### src/rtl/rtccs_pkg.sv
// Purpose: Constants for the calendar and status register bank
// Assumes: Byte-wide registers at their printed addresses
// Notes: Addresses, field positions, reset values, masks, limits and settle timing
package rtccs_pkg;
    localparam logic [7:0] ADDR_SECONDS = 8'h01;
    localparam logic [7:0] ADDR_HOURS = 8'h03;
    localparam logic [7:0] ADDR_WEEKDAY = 8'h04;
    localparam logic [7:0] ADDR_DATE = 8'h05;
    localparam logic [7:0] ADDR_MONTH = 8'h06;
    localparam logic [7:0] ADDR_YEAR = 8'h07;
    localparam int START_BIT = 7;
    localparam int OSC_RUN_BIT = 5;
    localparam int PWR_LOSS_BIT = 4;
    localparam int VBAT_EN_BIT = 3;
    localparam int LEAP_BIT = 5;
    localparam logic [7:0] WEEKDAY_RESET = 8'h01;
    localparam logic [7:0] DATE_RESET = 8'h01;
    localparam logic [7:0] MONTH_RESET = 8'h01;
    localparam logic [7:0] YEAR_RESET = 8'h01;
    localparam logic [2:0] WEEKDAY_MIN = 3'h1;
    localparam logic [2:0] WEEKDAY_MAX = 3'h7;
    localparam logic [7:0] WEEKDAY_MASK = 8'h0f;
    localparam logic [7:0] DATE_MASK = 8'h3f;
    localparam logic [7:0] MONTH_MASK = 8'h1f;
    localparam logic [7:0] YEAR_MASK = 8'hff;
    // Oscillator settle time before the running flag rises
    localparam int OSC_SETTLE_US = 10;
    localparam int CLK_MHZ = 50;
    localparam int OSC_SETTLE_CYC = OSC_SETTLE_US * CLK_MHZ;
    localparam logic [15:0] OSC_SETTLE_COUNT = 16'(OSC_SETTLE_CYC);
endpackage

### src/rtl/rtccs_leap.sv
// Purpose: Leap year decode from the two BCD year digits
// Assumes: Year is 20YY, so every fourth year is a leap year
// Notes: Pure combinational
`timescale 1ns/1ps
module rtccs_leap (
    input wire logic [7:0] year_bcd,
    output logic leap
);
    logic [3:0] tens;
    logic [3:0] ones;
    always_comb begin
        tens = year_bcd[7:4];
        ones = year_bcd[3:0];
        // Divisible by 4: tens even needs ones in 0,4,8; odd needs 2,6
        if (tens[0] == 1'b0) begin
            leap = (ones == 4'h0) || (ones == 4'h4) || (ones == 4'h8);
        end else begin
            leap = (ones == 4'h2) || (ones == 4'h6);
        end
    end
endmodule

### src/rtl/rtccs_regs.sv
// Purpose: Weekday, date, month, year and status registers
// Assumes: Byte register port from the serial slave on clk
// Notes: Rollover strobes arrive from same-clock counter logic
//
// Behaviour
// - Date tens digit in bits 5-4
// - Date ones digit in bits 3-0
// - Month tens digit single bit 4
// - Month ones digit in bits 3-0
// - Read-only leap flag, month bit 5
// - Year tens digit in bits 7-4
// - Year ones digit in bits 3-0
// - Power loss sets flag, timestamp locked
// - Writing zero clears flag and timestamps
// - Unimplemented bits read as zero
// - Values held in BCD form
// - Start bit enables oscillator
`timescale 1ns/1ps
module rtccs_regs (
    input wire logic clk,
    input wire logic rst_n,
    input wire logic reg_wr,
    input wire logic reg_rd,
    input wire logic [7:0] reg_addr,
    input wire logic [7:0] reg_wdata,
    output logic [7:0] reg_rdata,
    input wire logic day_carry,
    input wire logic power_lost,
    input wire logic battery_present,
    output logic osc_enable,
    output logic timestamp_load,
    output logic timestamp_clear,
    output logic battery_select
);
    logic [2:0] day_of_week_value;
    logic [1:0] date_tens_digit;
    logic [3:0] date_ones_digit;
    logic month_tens_digit;
    logic [3:0] month_ones_digit;
    logic [3:0] year_tens_digit;
    logic [3:0] year_ones_digit;
    logic power_loss_flag;
    logic battery_backup_enable;
    logic oscillator_start_bit;
    logic osc_running_flag;
    logic [15:0] settle_cnt;
    logic lost_s1, lost_s2, lost_s3;
    logic bat_s1, bat_s2;
    logic leap_year_flag;
    logic [7:0] year_byte;

    logic [2:0] next_dow;
    logic [1:0] next_dten;
    logic [3:0] next_done;
    logic next_mten;
    logic [3:0] next_mone;
    logic [3:0] next_yten;
    logic [3:0] next_yone;
    logic next_pwr;
    logic next_vbat;
    logic next_start;
    logic next_run;
    logic [15:0] next_settle;
    logic [7:0] next_rdata;
    logic next_ts_load;
    logic next_ts_clear;
    logic next_bat_sel;

    assign year_byte = {year_tens_digit, year_ones_digit};

    rtccs_leap u_leap (
        .year_bcd(year_byte),
        .leap(leap_year_flag)
    );

    function automatic logic hit(input logic [7:0] a, input logic [7:0] r);
        hit = (a == r);
    endfunction

    function automatic logic [7:0] days_in_month(input logic mt,
                                                 input logic [3:0] mo,
                                                 input logic lp);
        logic [7:0] m;
        m = {3'h0, mt, mo};
        case (m)
            8'h02: days_in_month = lp ? 8'h29 : 8'h28;
            8'h04, 8'h06, 8'h09, 8'h11: days_in_month = 8'h30;
            default: days_in_month = 8'h31;
        endcase
    endfunction

    always_comb begin
        logic wr_wk;
        logic wr_dt;
        logic wr_mo;
        logic wr_yr;
        logic wr_sec;
        logic lost_rise;
        logic [7:0] date_now;
        wr_wk = reg_wr && hit(reg_addr, rtccs_pkg::ADDR_WEEKDAY);
        wr_dt = reg_wr && hit(reg_addr, rtccs_pkg::ADDR_DATE);
        wr_mo = reg_wr && hit(reg_addr, rtccs_pkg::ADDR_MONTH);
        wr_yr = reg_wr && hit(reg_addr, rtccs_pkg::ADDR_YEAR);
        wr_sec = reg_wr && hit(reg_addr, rtccs_pkg::ADDR_SECONDS);
        lost_rise = lost_s2 && !lost_s3;
        date_now = {2'h0, date_tens_digit, date_ones_digit};
        next_dow = day_of_week_value;
        next_dten = date_tens_digit;
        next_done = date_ones_digit;
        next_mten = month_tens_digit;
        next_mone = month_ones_digit;
        next_yten = year_tens_digit;
        next_yone = year_ones_digit;
        next_pwr = power_loss_flag;
        next_vbat = battery_backup_enable;
        next_start = oscillator_start_bit;
        next_ts_load = 1'b0;
        next_ts_clear = 1'b0;

        // Calendar advance on day carry, BCD arithmetic throughout
        if (day_carry) begin
            if (day_of_week_value >= rtccs_pkg::WEEKDAY_MAX) begin
                next_dow = rtccs_pkg::WEEKDAY_MIN;
            end else begin
                next_dow = day_of_week_value + 3'h1;
            end
            if (date_now == days_in_month(month_tens_digit,
                                          month_ones_digit,
                                          leap_year_flag)) begin
                next_dten = 2'h0;
                next_done = 4'h1;
                if (month_tens_digit && month_ones_digit == 4'h2) begin
                    next_mten = 1'b0;
                    next_mone = 4'h1;
                    if (year_ones_digit == 4'h9) begin
                        next_yone = 4'h0;
                        next_yten = (year_tens_digit == 4'h9) ? 4'h0 :
                            year_tens_digit + 4'h1;
                    end else begin
                        next_yone = year_ones_digit + 4'h1;
                    end
                end else if (month_ones_digit == 4'h9) begin
                    next_mten = 1'b1;
                    next_mone = 4'h0;
                end else begin
                    next_mone = month_ones_digit + 4'h1;
                end
            end else if (date_ones_digit == 4'h9) begin
                next_done = 4'h0;
                next_dten = date_tens_digit + 2'h1;
            end else begin
                next_done = date_ones_digit + 4'h1;
            end
        end

        // Software writes win over the carry in the same cycle
        if (wr_wk) begin
            next_dow = reg_wdata[2:0];
            next_vbat = reg_wdata[rtccs_pkg::VBAT_EN_BIT];
            if (!reg_wdata[rtccs_pkg::PWR_LOSS_BIT]) begin
                next_pwr = 1'b0;
                next_ts_clear = 1'b1;
            end
        end
        if (wr_dt) begin
            next_dten = reg_wdata[5:4];
            next_done = reg_wdata[3:0];
        end
        if (wr_mo) begin
            next_mten = reg_wdata[4];
            next_mone = reg_wdata[3:0];
        end
        if (wr_yr) begin
            next_yten = reg_wdata[7:4];
            next_yone = reg_wdata[3:0];
        end
        if (wr_sec) begin
            next_start = reg_wdata[rtccs_pkg::START_BIT];
        end

        // Set wins over clear; a locked flag skips the new load but lets a zero write clear the timestamp
        if (lost_rise && !power_loss_flag) begin
            next_pwr = 1'b1;
            next_ts_load = 1'b1;
            next_ts_clear = 1'b0;
        end else if (lost_rise) begin
            next_pwr = 1'b1;
        end

        // Battery only when enabled, present and primary lost
        next_bat_sel = battery_backup_enable && bat_s2 && lost_s2;
    end

    // Running flag waits for settle; a cleared start bit drops it at once
    always_comb begin
        next_run = osc_running_flag;
        next_settle = settle_cnt;
        if (!oscillator_start_bit) begin
            next_settle = 16'h0000;
            next_run = 1'b0;
        end else if (settle_cnt >= rtccs_pkg::OSC_SETTLE_COUNT) begin
            next_run = 1'b1;
        end else begin
            next_settle = settle_cnt + 16'h0001;
        end
    end

    always_ff @(posedge clk or negedge rst_n) begin
        if (!rst_n) begin
            osc_running_flag <= 1'b0;
            settle_cnt <= 16'h0000;
        end else begin
            osc_running_flag <= next_run;
            settle_cnt <= next_settle;
        end
    end

    // Registered read data, zero except in the cycle after a read
    always_comb begin
        next_rdata = 8'h00;
        if (reg_rd) begin
            case (reg_addr)
                rtccs_pkg::ADDR_WEEKDAY: next_rdata = {2'h0,
                    osc_running_flag, power_loss_flag,
                    battery_backup_enable, day_of_week_value};
                rtccs_pkg::ADDR_DATE: next_rdata = {2'h0,
                    date_tens_digit, date_ones_digit};
                rtccs_pkg::ADDR_MONTH: next_rdata = {2'h0,
                    leap_year_flag, month_tens_digit,
                    month_ones_digit};
                rtccs_pkg::ADDR_YEAR: next_rdata = year_byte;
                default: next_rdata = 8'h00;
            endcase
        end
    end

    always_ff @(posedge clk or negedge rst_n) begin
        if (!rst_n) begin
            reg_rdata <= 8'h00;
        end else begin
            reg_rdata <= next_rdata;
        end
    end

    // Pins are asynchronous, two stages before use
    always_ff @(posedge clk or negedge rst_n) begin
        if (!rst_n) begin
            lost_s1 <= 1'b0;
            lost_s2 <= 1'b0;
            lost_s3 <= 1'b0;
            bat_s1 <= 1'b0;
            bat_s2 <= 1'b0;
        end else begin
            lost_s1 <= power_lost;
            lost_s2 <= lost_s1;
            lost_s3 <= lost_s2;
            bat_s1 <= battery_present;
            bat_s2 <= bat_s1;
        end
    end

    always_ff @(posedge clk or negedge rst_n) begin
        if (!rst_n) begin
            day_of_week_value <= rtccs_pkg::WEEKDAY_RESET[2:0];
            date_tens_digit <= rtccs_pkg::DATE_RESET[5:4];
            date_ones_digit <= rtccs_pkg::DATE_RESET[3:0];
            month_tens_digit <= rtccs_pkg::MONTH_RESET[4];
            month_ones_digit <= rtccs_pkg::MONTH_RESET[3:0];
            year_tens_digit <= rtccs_pkg::YEAR_RESET[7:4];
            year_ones_digit <= rtccs_pkg::YEAR_RESET[3:0];
            power_loss_flag <= 1'b0;
            battery_backup_enable <= 1'b0;
            oscillator_start_bit <= 1'b0;
            timestamp_load <= 1'b0;
            timestamp_clear <= 1'b0;
            battery_select <= 1'b0;
            osc_enable <= 1'b0;
        end else begin
            day_of_week_value <= next_dow;
            date_tens_digit <= next_dten;
            date_ones_digit <= next_done;
            month_tens_digit <= next_mten;
            month_ones_digit <= next_mone;
            year_tens_digit <= next_yten;
            year_ones_digit <= next_yone;
            power_loss_flag <= next_pwr;
            battery_backup_enable <= next_vbat;
            oscillator_start_bit <= next_start;
            timestamp_load <= next_ts_load;
            timestamp_clear <= next_ts_clear;
            battery_select <= next_bat_sel;
            osc_enable <= next_start;
        end
    end
endmodule

### config.mk
export PLATFORM = sky130hd
export DESIGN_NAME = rtccs_regs
export DESIGN_NICKNAME = d
export VERILOG_FILES = /design/src/rtl/rtccs_pkg.sv /design/src/rtl/rtccs_leap.sv /design/src/rtl/rtccs_regs.sv
export SDC_FILE = /design/constraint.sdc
export NUM_CORES = 1
export LEC_CHECK = 0
export ABC_CLOCK_PERIOD_IN_PS = 3200
export BUFFER_PORTS_ARGS = -buffer_cell sky130_fd_sc_hd__buf_2
export CORE_ASPECT_RATIO = 1.1
export CORE_UTILIZATION = 35
export CTS_CLUSTER_DIAMETER = 200
export DETAILED_ROUTE_END_ITERATION = 8
export PLACE_DENSITY = 0.6
export SLEW_MARGIN = 30
export SYNTH_ARGS = -nofsm -noshare
export SYNTH_HDL_FRONTEND = slang
export SYNTH_HIERARCHICAL = 1
export SYNTH_SLANG_ARGS = --single-unit
### constraint.sdc
create_clock -name clk -period 3.2 [get_ports clk]
set_input_delay 0.8 -clock clk [delete_from_list [all_inputs] [get_ports clk]]
set_output_delay 0.8 -clock clk [all_outputs]
set_load 0.01 [all_outputs]
==> summary.md, run 1 <==
| Metric | Value |
|---|---|
| Syn nets | roughly 340 |
| Most frequent cells after synthesis | 54 x dfrtp_1, 32 x nand2_1, 22 x and2_1 |
| Hold Worst Slack | about 350 ps |
| Worst-path clk slew | 70 ps |
| Async set-reset flop share out of synthesis | 1.00 |
| Vias in the first global route | about 2400 |
| GPL Wtd Cong | roughly 0.84 |
| Final Cell Area | between 3000 and 4000 µm² |
| DP Worst Slack | roughly 530 ps |
| First-pass GRT wire length | 12200 µm |
| Cell with the most instances after synthesis | dfrtp_1 |
| Largest net degree at the start of global routing | 46 |
| Status | finished clean |
| Final number of setup-violating endpoints | 0 |
| Endpoints failing hold | 0 |
| Fin crit share | 0.826 |
| Antenna diodes | 0 |
| Count of hold-fix buffers inserted at cts | 0 |
| Clk sinks | between 50 and 60 |
| Synth Area in Adders | 0.0240 |
| Seq cells post-synth | 58 |
| Total leakage power | 1.62 nW |
| Drt wl/cell | 15.7 µm |
| DP Area | between 3000 and 4000 µm² |
| Xor/xnor share of the synthesized area | 0.0308 |
| Die X | 92.2 µm |
| CP max-delay cell | or4_1 |
| Synth cell types | 60 |
| I/O pins | 35 |
| Max Clk Rate | about 380 MHz |
| Iter 0 DRT Violations | 210 |
| Min Tclk post-route | roughly 2600 ps |
| Die Height | about 100 µm |
| Starting Density | 0.366 |
| Vias after detailed routing | roughly 2500 |
| Die ar. | ~9300 µm² |
| Worst EP arrival | just under 3000 ps |
| RSZ-0062 raised after global routing | false |
| Top-area cell type share of the netlist area | 0.432 |
| Area contributors post-synth | dfrtp_1 43%, and2_1 4.4%, mux4_2 4.3% |
| Worst Path Buf+Inv | 0 |
| Worst-Margin Slew | ~840 ps |
| CORE AREA | roughly 8500 µm² |
| Top FF cell, synth | dfrtp_1 |
| Max Cap Viol | 0 |
| Final Max Slew Viols | 0 |
| Startpoint types | flip-flop |
| Post-CTS setup buffers | 0 |
| Multiplexer share of the synthesized area | 0.0696 |
| Worst Path Max Fanout | 11 |
| PostCTS Resize Cnt | 0 |
| Fraction of layout cells with a size suffix above 1 | 0.225 |
| Synth Area in Compound Gates | 0.128 |
| Max_slew headroom | 0.440 |
| Synth Area per Inst | around 10 µm² |
| Cell taking the most area after synthesis | dfrtp_1 |
| Largest family of logic cells by synthesized area | simple AND/OR/NAND/NOR gates |
| Reg2Reg Launch Point | year_tens_digit[0] |
| Worst hold path type | in2async |
| Crit path from | year_tens_digit[0] |
| # port buffers | 34 |
| Post-DRT Antenna Nets | 0 |
| CP most frequent cell | or4_1 |
| Initial antenna violation count | 0 |
| Critical Path Max Stage Delay | between 500 and 600 ps |
| Row count | 35 |
| Drt via density | 5.38 |
| Cell count along the critical path | 8 |
| Worst-case reg-to-reg path depth | 8 |
| FF-to-FF setup slack | between 500 and 600 ps |
| CP Cell Sequence | a211o_1, a21oi_2, nand2b_1, a211oi_2, o21a_1, or4_1, or4_1, nand3_1 |
| Post-synth EDFFs | 0 |
| Synth warn | 6 |
| Area Growth Syn to Fin | 16.6% |
| Synth Area in Simple Gates | 0.251 |
| Critical path required time | around 3500 ps |
| Pwr/cell area | approximately 550 nW/µm² |
| CTS max path bufs | 2 |
| Post-synthesis cell area | 3130 µm² |
| TNS Setup | 0 ps |
| Register area share after synthesis | 0.465 |
| Final wirelength | between 7000 and 8000 µm |
| Crit path max-delay family | simple AND/OR/NAND/NOR gates |
| Post-layout nets | about 380 |
| DRC Markers | 0 |
| Post-Synthesis Cells | 308 |
| GRT Util Overall | 0.171 |
| Critical path type | reg2reg |
| Critical Path End Type | flip-flop |
| CTS tree | built |
| Pre-antenna DRT Iters | 5 |
| Setup Skew | 10.7 ps |
| Clock latency at the later pin of the worst-skew pair | between 300 and 400 ps |
| Total grt overflow | 0 |
| Maximum VDD drop | approximately 230 µV |
| Worst setup slack after layout | 556 ps |
| Clock Tree Root | clkbuf_8 |
| Cts bufs inserted | 9 |
| Hpwl dp | roughly 5100 µm |
| H-tree Lvls | 3 |
-- cells by family (layout without fill, tap and decap cells) --
| family | count (synthesis) | in the layout |
|---|---|---|
| AOI/OAI and AO/OA | 59 | 59 |
| xor gates and xnor gates | 11 | 11 |
| adders and majority gates | 6 | 6 |
| buffers and inverters | 22 | 65 |
| DFF | 58 | 58 |
| muxes | 14 | 14 |
| and+or+nand+nor | 138 | 138 |
-- metrics by stage --
stage / total power [mW] / utilization / std cells
finish: 2.01 / 0.427 / 462
global route: 2.12 / 0.427 / 462
CTS: 2.03 / 0.427 / 462
detailed placement: 1.25 / 0.401 / 446
global placement: 1.24 / 0.401 / 446
floorplan: 1.13 / - / 308
-- cells in the final DEF (no fill, tap or decap), drive strengths merged, types with 8 or more instances in the layout --
cell    netlist  routed
dfrtp        54      54
nor2         14      14
clkbuf        7      10
a21oi        11      11
inv          10      11
nor3b         8       8
nand2        32      32
and2         22      22
o21ai        16      16
buf           5      39
nand3         9       9
-- state kept, by name, indices dropped and copies added, names as in the netlist, 2 cells and up --
| signal | flops |
|---|---|
| reg_rdata | 8 |
| date_tens_digit | 2 |
| year_tens_digit | 4 |
| settle_cnt | 16 |
| day_of_week_value | 3 |
| year_ones_digit | 4 |
| month_ones_digit | 4 |
| date_ones_digit | 4 |
-- cell type report --
type	count	area (µm²)
flip-flops and latches	58	1460
inverters	10	37.5
fillers	835	4890
repair buffers	39	208
clock inverters	6	88.8
well taps	111	139
multi-input cells	228	1580
clock buffers	10	138
-- worst reg2reg max path, cell delays in order (launching register included) --
cell and delay, ps:
dfrtp_1 490, a211o_1 320, a21oi_2 170, nand2b_1 140, a211oi_2 100, o21a_1 230, or4_1 540, or4_1 510
nand3_1 90
-- path summary, 6_finish.rpt --
| kind | end |
|---|---|
| max | year_ones_digit[2] |
| min | settle_cnt[5] |
| max reg2reg | year_ones_digit[2] |
| min reg2reg | bat_s2 |
| max in group asynchronous | lost_s3 |
| min in group clk | bat_s2 |
-- where the power goes --
part | switching (mW) | total [mW] | internal (mW)
sequential | 0.114 | 0.924 | 0.810
clock | 0.312 | 0.772 | 0.461
combinational | 0.160 | 0.315 | 0.156
-- routing by layer --
metal | wire length (µm) | GRT usage | vias to the layer above
met5 | 0 | 0 | -
met4 | 82 | 0.0649 | 0
met3 | 476 | 0.0420 | 10
met2 | 3330 | 0.254 | 75
met1 | 3360 | 0.241 | 1208
li1 | - | - | 1192
Note: power is estimated with default switching activity, not from simulation.
==> inputs of run 2 (changes only) <==
Settings changed: ABC_AREA from default to 1, ABC_CLOCK_PERIOD_IN_PS 3200 to 2300, PLACE_DENSITY 0.6 to 0.62.
Clock period 3.2 ns to 2.3 ns, I/O delays scaled along.
==> run 2 against run 1 <==
Cell count up 23%; critical path type unchanged; largest power group unchanged; combinational power rose to 3.0 times the previous value; final area up 2.7%; first-iteration DRC count up 3.3%; clock-buffer cell count unchanged; synthesized area up 2.0%; critical path depth up 4; routed wire length up 2.5%.
==> summary.md, run 2 <==
| Metric | Value |
|---|---|
| Final wirelength | 7440 µm (+2.5%) |
| Hpwl dp | 5790 µm (+14%) |
| Min Tclk post-route | 1850 ps (-792 ps) |
| Total power | 3.33 mW (+66%) |
| Clk sinks | 58 (unchanged) |
| Final Max Slew Viols | 0 (unchanged) |
| Worst-path clk slew | 70 ps (about the same) |
| Critical path required time | 2560 ps (-910 ps) |
| Setup Skew | 7.58 ps (-3.09 ps) |
| Async set-reset flop share out of synthesis | 1.00 (unchanged) |
| Critical path type | reg2reg |
| Area of the multi-input gates | 1440 µm² (-8.6%) |
| Cts bufs inserted | 9 (unchanged) |
| Register Area | 1460 µm² (unchanged) |
| Post-synthesis cell area | 3190 µm² (+2.0%) |
| PostCTS Resize Cnt | 0 (unchanged) |
| Post-layout nets | 477 (+27%) |
| Die X | 93.0 µm (+0.95%) |
| Register area share after synthesis | 0.456 (-0.00894) |
| Drt wl/cell | 13.1 µm (-16%) |
| Endpoints failing hold | 0 (unchanged) |
| Commonest non-fill, non-tap cell in the layout | nand2_1 |
| Commonest cells after routing, fill and taps aside | 91 x nand2_1, 69 x inv_1, 54 x dfrtp_1 |
| Worst Path Max Fanout | 8 (-3) |
| Count of hold-fix buffers inserted at cts | 0 (unchanged) |
| GRT Util Overall | 0.172 (+0.00142) |
| Die Height | 102 µm (+0.95%) |
| Largest net degree at the start of global routing | 28 (-39%) |
| Vias in the first global route | 2694 (+14%) |
| DRC Markers | 0 (unchanged) |
| Max Clk Rate | 540 MHz (+43%) |
| Final core occ | 0.422 (-0.00480) |
| Fill count | 909 (+8.9%) |
| Max Cap Viol | 0 (unchanged) |
| H-tree Lvls | 3 (unchanged) |
| Top FF cell, synth | dfrtp_1 |
| Largest register by flop count | settle_cnt |
| Number of flip-flops in the largest register | 16 (unchanged) |
| GPL Wtd Cong | 0.959 (+14%) |
| TNS Setup | 0 ps (unchanged) |
| Vias after detailed routing | 2802 (+13%) |
| Initial antenna violation count | 0 (unchanged) |
| Area contributors post-synth | dfrtp_1 42%, nand2_1 11%, inv_1 8.1% |
| Maximum VDD drop | 379 µV (+63%) |
| Pre-antenna DRT Iters | 5 (unchanged) |
| Worst hold path type | in2async |
| Die ar. | 9500 µm² (+1.9%) |
| CTS max path bufs | 2 (unchanged) |
| Critical Path End Type | flip-flop |
| Most frequent cells after synthesis | 91 x nand2_1, 69 x inv_1, 54 x dfrtp_1 |
| Worst EP arrival | 2110 ps (-800 ps) |
| Startpoint types | flip-flop |
| Cell taking the most area after synthesis | dfrtp_1 |
| Row count | 36 (+2.9%) |
| Post-DRT Antenna Nets | 0 (unchanged) |
| Antenna diodes | 0 (unchanged) |
| Seq cells post-synth | 58 (unchanged) |
| Synth warn | 6 (unchanged) |
| Syn nets | 430 (+28%) |
| Worst setup slack after layout | 448 ps (-108 ps) |
| Area Growth Syn to Fin | 17.5% |
| DP Worst Slack | 244 ps (-284 ps) |
| Synth cell types | 39 (-35%) |
| Synth Area per Inst | 7.96 µm² (-22%) |
| CORE AREA | 8870 µm² (+3.9%) |
| Cell with the most instances after synthesis | nand2_1 |
| First-pass GRT wire length | 12700 µm (+4.3%) |
| Top-area cell type share of the netlist area | 0.424 (-0.00830) |
| Iter 0 DRT Violations | 217 (+3.3%) |
| Total leakage power | 1.97 nW (+22%) |
| Post-synth EDFFs | 0 (unchanged) |
| Total grt overflow | 0 (unchanged) |
| Max_slew headroom | 0.763 (+0.323) |
| Top Registers | settle_cnt (16), reg_rdata (8) |
| Clock Tree Root | clkbuf_8 |
| Final number of setup-violating endpoints | 0 (unchanged) |
| RSZ-0062 raised after global routing | false |
| Fraction of layout cells with a size suffix above 1 | 0.194 (-0.0308) |
| Clock latency at the later pin of the worst-skew pair | 330 ps (about the same) |
| Fin crit share | 0.805 (-0.0209) |
| Status | finished clean |
| Drt via density | 4.94 (-8.1%) |
| Worst-Margin Slew | 355 ps (-483 ps) |
| I/O pins | 35 (unchanged) |
| Final Cell Area | 3750 µm² (+2.7%) |
| Starting Density | 0.360 (-0.00689) |
| Post-CTS setup buffers | 0 (unchanged) |
| DP Area | 3540 µm² (+3.4%) |
| Post-Synthesis Cells | 401 (+30%) |
| # port buffers | 34 (unchanged) |
| CTS tree | built |
| Pwr/cell area | 889 nW/µm² (+61%) |
==> run 2: path summary, 6_finish.rpt <==
path / from / to / slack (ps) / cells past startpoint
setup / recovery: year_ones_digit[0] / month_ones_digit[1] / 450 / 12
hold / removal: rst_n / settle_cnt[4] / 140 / 1
setup reg to reg: year_ones_digit[0] / month_ones_digit[1] / 450 / 12
hold reg to reg: bat_s1 / bat_s2 / 350 / 0
max in group asynchronous: rst_n / day_of_week_value[0] / 1540 / 2
min in group clk: power_lost / lost_s1 / 340 / 1
==> run 2: layout make-up <==
type | instances | area share
sequential | 58 | 0.389
clock buffer | 10 | 0.0367
inverter | 73 | 0.0731
tap | 114 | 0.0381
clock inverter | 6 | 0.0194
timing repair buffer | 39 | 0.0588
multi-input combinational | 267 | 0.385
==> run 2: through the flow <==
step	hold WS, ps	std cells
2_1_floorplan	279	401
3_3_place_gp	332	551
3_5_place_dp	336	551
4_1_cts	130	567
5_1_grt	143	567
6_report	137	567
==> run 2: cells by family (layout without fill, tap and decap cells) <==
| kind of cell | Yosys count | count (layout) | share of synthesized area |
|---|---|---|---|
| AOI/OAI and AO/OA | 69 | 69 | 0.131 |
| muxes | 1 | 1 | 0.00353 |
| adders and majority gates | 6 | 6 | 0.0235 |
| buffers and inverters | 76 | 128 | 0.0910 |
| xor gates and xnor gates | 6 | 6 | 0.0165 |
| and+or+nand+nor | 185 | 185 | 0.278 |
| DFF | 58 | 58 | 0.456 |
==> run 2: worst max-delay path, cell delays in order (launching register included) <==
cell and delay, ps:
dfstp_2 600, inv_1 50, nand2_1 80, a21oi_2 40, inv_1 90, nand4_1 140
nand2_1 90, inv_1 40, nand3_2 70, nand3_4 150, o21ai_4 260, nand2_1 90
o21ai_1 80
==> run 2: per-layer routing <==
layer / GRT usage / routed length (µm)
met5: 0 / 0
met3: 0.0350 / 444
met4: 0.0746 / 166
met1: 0.232 / 3500
met2: 0.270 / 3330
==> run 2: power breakdown <==
| part | switching (mW) | internal [mW] | total, mW |
|---|---|---|---|
| combinational | 0.582 | 0.357 | 0.938 |
| clock | 0.438 | 0.541 | 0.978 |
| sequential | 0.193 | 1.22 | 1.41 |
| total | 1.21 | 2.12 | 3.33 |
==> inputs of run 3 (changes only) <==
Settings changed: ABC_CLOCK_PERIOD_IN_PS 2300 to 1500.
Clock period 2.3 ns to 1.5 ns, I/O delays scaled along.
==> run 3 against run 2 <==
The run now ends with setup timing left; global-route usage is 1.8 points higher; cell count is 8.6% higher; critical path depth is 1 lower; hold slack worse by 1.5 ps; first-iteration DRC count is 18% lower; non-clock buffer count is 49 higher; register-to-register slack worse by 670 ps; sequential cell count stayed put; critical path type unchanged; largest power group unchanged.
==> summary.md, run 3 (synthesis results as in run 2) <==
| Metric | Value |
|---|---|
| H-tree Lvls | 3 (unchanged) |
| Critical Path End Type | flip-flop |
| # port buffers | 34 (unchanged) |
| Final core occ | 0.478 (+0.0558) |
| Internal power | 3.41 mW (+61%) |
| Min Tclk post-route | 1720 ps (-132 ps) |
| Max_slew headroom | 0.792 (+0.0283) |
| Vias after detailed routing | 2963 (+5.7%) |
| Critical path required time | 1730 ps (-830 ps) |
| Post-DRT Antenna Nets | 0 (unchanged) |
| Worst EP arrival | 1950 ps (-160 ps) |
| Fill count | 852 (-6.3%) |
| Number of flip-flops in the largest register | 16 (unchanged) |
| Register Area | 1460 µm² (about the same) |
| Top Registers | settle_cnt (16), reg_rdata (8) |
| Die ar. | 9500 µm² (unchanged) |
| Clock Tree Root | clkbuf_8 |
| CORE AREA | 8870 µm² (unchanged) |
| Final number of setup-violating endpoints | 19 (+19) |
| Initial antenna violation count | 0 (unchanged) |
| DP Area | 3870 µm² (+9.6%) |
| GPL Wtd Cong | 0.947 (-1.3%) |
| Starting Density | 0.360 (unchanged) |
| Detail Route met2 WL | 4020 µm (+21%) |
| Max Clk Rate | 581 MHz (+7.7%) |
| Final Max Slew Viols | 0 (unchanged) |
| Pwr/cell area | 1290 nW/µm² (+46%) |
| Final Cell Area | 4240 µm² (+13%) |
| Routed wl met3 | 323 µm (-27%) |
| Highest routed metal layer | met4 |
| Max Cap Viol | 0 (unchanged) |
| Sequential fraction of design power | 0.390 (-0.034) |
| Post-layout nets | 526 (+10%) |
| Startpoint types | flip-flop |
| Drt wl/cell | 13.4 µm (+2.0%) |
| Worst Path Max Fanout | 8 (unchanged) |
| RSZ-0062 raised after global routing | true |
| Antenna diodes | 0 (unchanged) |
| Clock latency at the later pin of the worst-skew pair | 340 ps (about the same) |
| Drt via density | 4.81 (-2.7%) |
| Commonest cells after routing, fill and taps aside | 77 x nand2_1, 66 x inv_1, 53 x dfrtp_1 |
| Status | complete, but fails checks |
| Clock share of power | 0.234 (-0.060) |
| Iter 0 DRT Violations | 177 (-18%) |
| CTS tree | built |
| Sw Ratio | 0.379 (+0.0146) |
| GRT Util Overall | 0.190 (+0.0178) |
| Worst setup slack after layout | -220 ps (-668 ps) |
| Total grt overflow | 0 (unchanged) |
| Worst-Margin Slew | 310 ps (-44.9 ps) |
| Maximum VDD drop | 556 µV (+47%) |
| Fin crit share | 1.15 (+0.342) |
| Largest net degree at the start of global routing | 50 (+79%) |
| First-pass GRT wire length | 13900 µm (+9.4%) |
| Area Growth Syn to Fin | 33.0% |
| Total leakage power | 2.22 nW (+13%) |
| Fraction of layout cells with a size suffix above 1 | 0.337 (+0.142) |
| Setup Skew | 8.31 ps (+0.727 ps) |
| Die X | 93.0 µm (unchanged) |
| Die Height | 102 µm (unchanged) |
| Failing checks | setup timing |
| Worst-path clk slew | 70 ps (about the same) |
| Commonest non-fill, non-tap cell in the layout | nand2_1 |
| Vias in the first global route | 2950 (+9.5%) |
| M1 WL | 3750 µm (+7.2%) |
| Cts bufs inserted | 9 (unchanged) |
| P_sw | 2.08 mW (+71%) |
| CTS max path bufs | 2 (unchanged) |
| Largest register by flop count | settle_cnt |
| Pre-antenna DRT Iters | 5 (unchanged) |
| I/O pins | 35 (unchanged) |
| Final wirelength | 8240 µm (+11%) |
| Hpwl dp | 6410 µm (+11%) |
| Row count | 36 (unchanged) |
| Endpoints failing hold | 0 (unchanged) |
| Total power | 5.49 mW (+65%) |
| Clk sinks | 58 (unchanged) |
| Worst hold path type | in2reg |
| Hold Worst Slack | 135 ps (-1.54 ps) |
| DRC Markers | 0 (unchanged) |
| Critical path type | reg2reg |
| Logic pwr share | 0.375 (+0.093) |
| TNS Setup | -3510 ps (-3510 ps) |
| Area of the multi-input gates | 1590 µm² (+10%) |
## run 3: cell count changes in the layout (fill, tap and decap cells not counted), moves of 3 or more
cell and delta:
buf_4 +45, nand2_1 -14, nand2_2 +13, nor2_1 -4, nor2_4 +4, a21oi_1 -3, a21oi_2 +3, buf_6 +3
inv_1 -3, inv_2 +3
## run 3: critical path, stage by stage, from the launching register on
cell	delay (ps)
dfrtp_2	420
inv_2	70
nor2_4	180
nand3_2	100
nand2_2	70
nand3_2	90
nor2_4	120
nand3_4	160
nand2_4	130
nand3_4	120
nand2_2	90
o21ai_1	50
## run 3: power by group through the flow
| stage | combinational, mW | sequential (mW) | clock (mW) |
|---|---|---|---|
| 2_1_floorplan | 1.10 | 2.12 | 0 |
| 3_3_place_gp | 1.79 | 2.13 | 0 |
| 3_5_place_dp | 1.84 | 2.15 | 0 |
| 4_1_cts | 1.91 | 2.13 | 1.33 |
| 5_1_grt | 2.31 | 2.17 | 1.42 |
| 6_report | 2.06 | 2.14 | 1.29 |
## run 3: final cells by class
cell class / instances / area share
Multi-Input combinational cell: 267 / 0.375
Clock inverter: 7 / 0.0127
Tap cell: 114 / 0.0336
Sequential cell: 58 / 0.344
Inverter: 73 / 0.0646
Clock buffer: 9 / 0.0292
Timing Repair Buffer: 88 / 0.142
## run 3: path summary, 6_finish.rpt
path | slack [ps] | end | cells past startpoint | start
setup / recovery | -220 | year_tens_digit[1] | 11 | month_ones_digit[1]
min in group asynchronous | 420 | settle_cnt[4] | 2 | rst_n
hold / removal | 140 | bat_s1 | 1 | battery_present
max in group asynchronous | 470 | month_ones_digit[0] | 3 | rst_n
setup reg to reg | -220 | year_tens_digit[1] | 11 | month_ones_digit[1]
hold reg to reg | 360 | bat_s2 | 0 | bat_s1
## run 3: layer usage
metal / GRT usage / up-vias
li1: - / 1487
met1: 0.244 / 1381
met2: 0.321 / 83
met3: 0.0305 / 12
met4: 0.0781 / 0
met5: 0 / -
## run 3: what timing repair did
item | 4_1_cts | 5_1_grt
setup buffers | 4 | 0
resized for setup | 12 | 34
endpoints found under the hold margin | 9 | 0
hold buffers | 1 | 0
pin swaps | 11 | 15
setup endpoints to repair | 24 | 27
## run 3: stage by stage
| step | worst slack, ps | instances |
|---|---|---|
| 5_1_grt | -353 | 616 |
| 2_1_floorplan | -87.2 | 401 |
| 4_1_cts | -221 | 617 |
| 3_3_place_gp | -196 | 596 |
| 6_report | -220 | 616 |
| 3_5_place_dp | -219 | 596 |
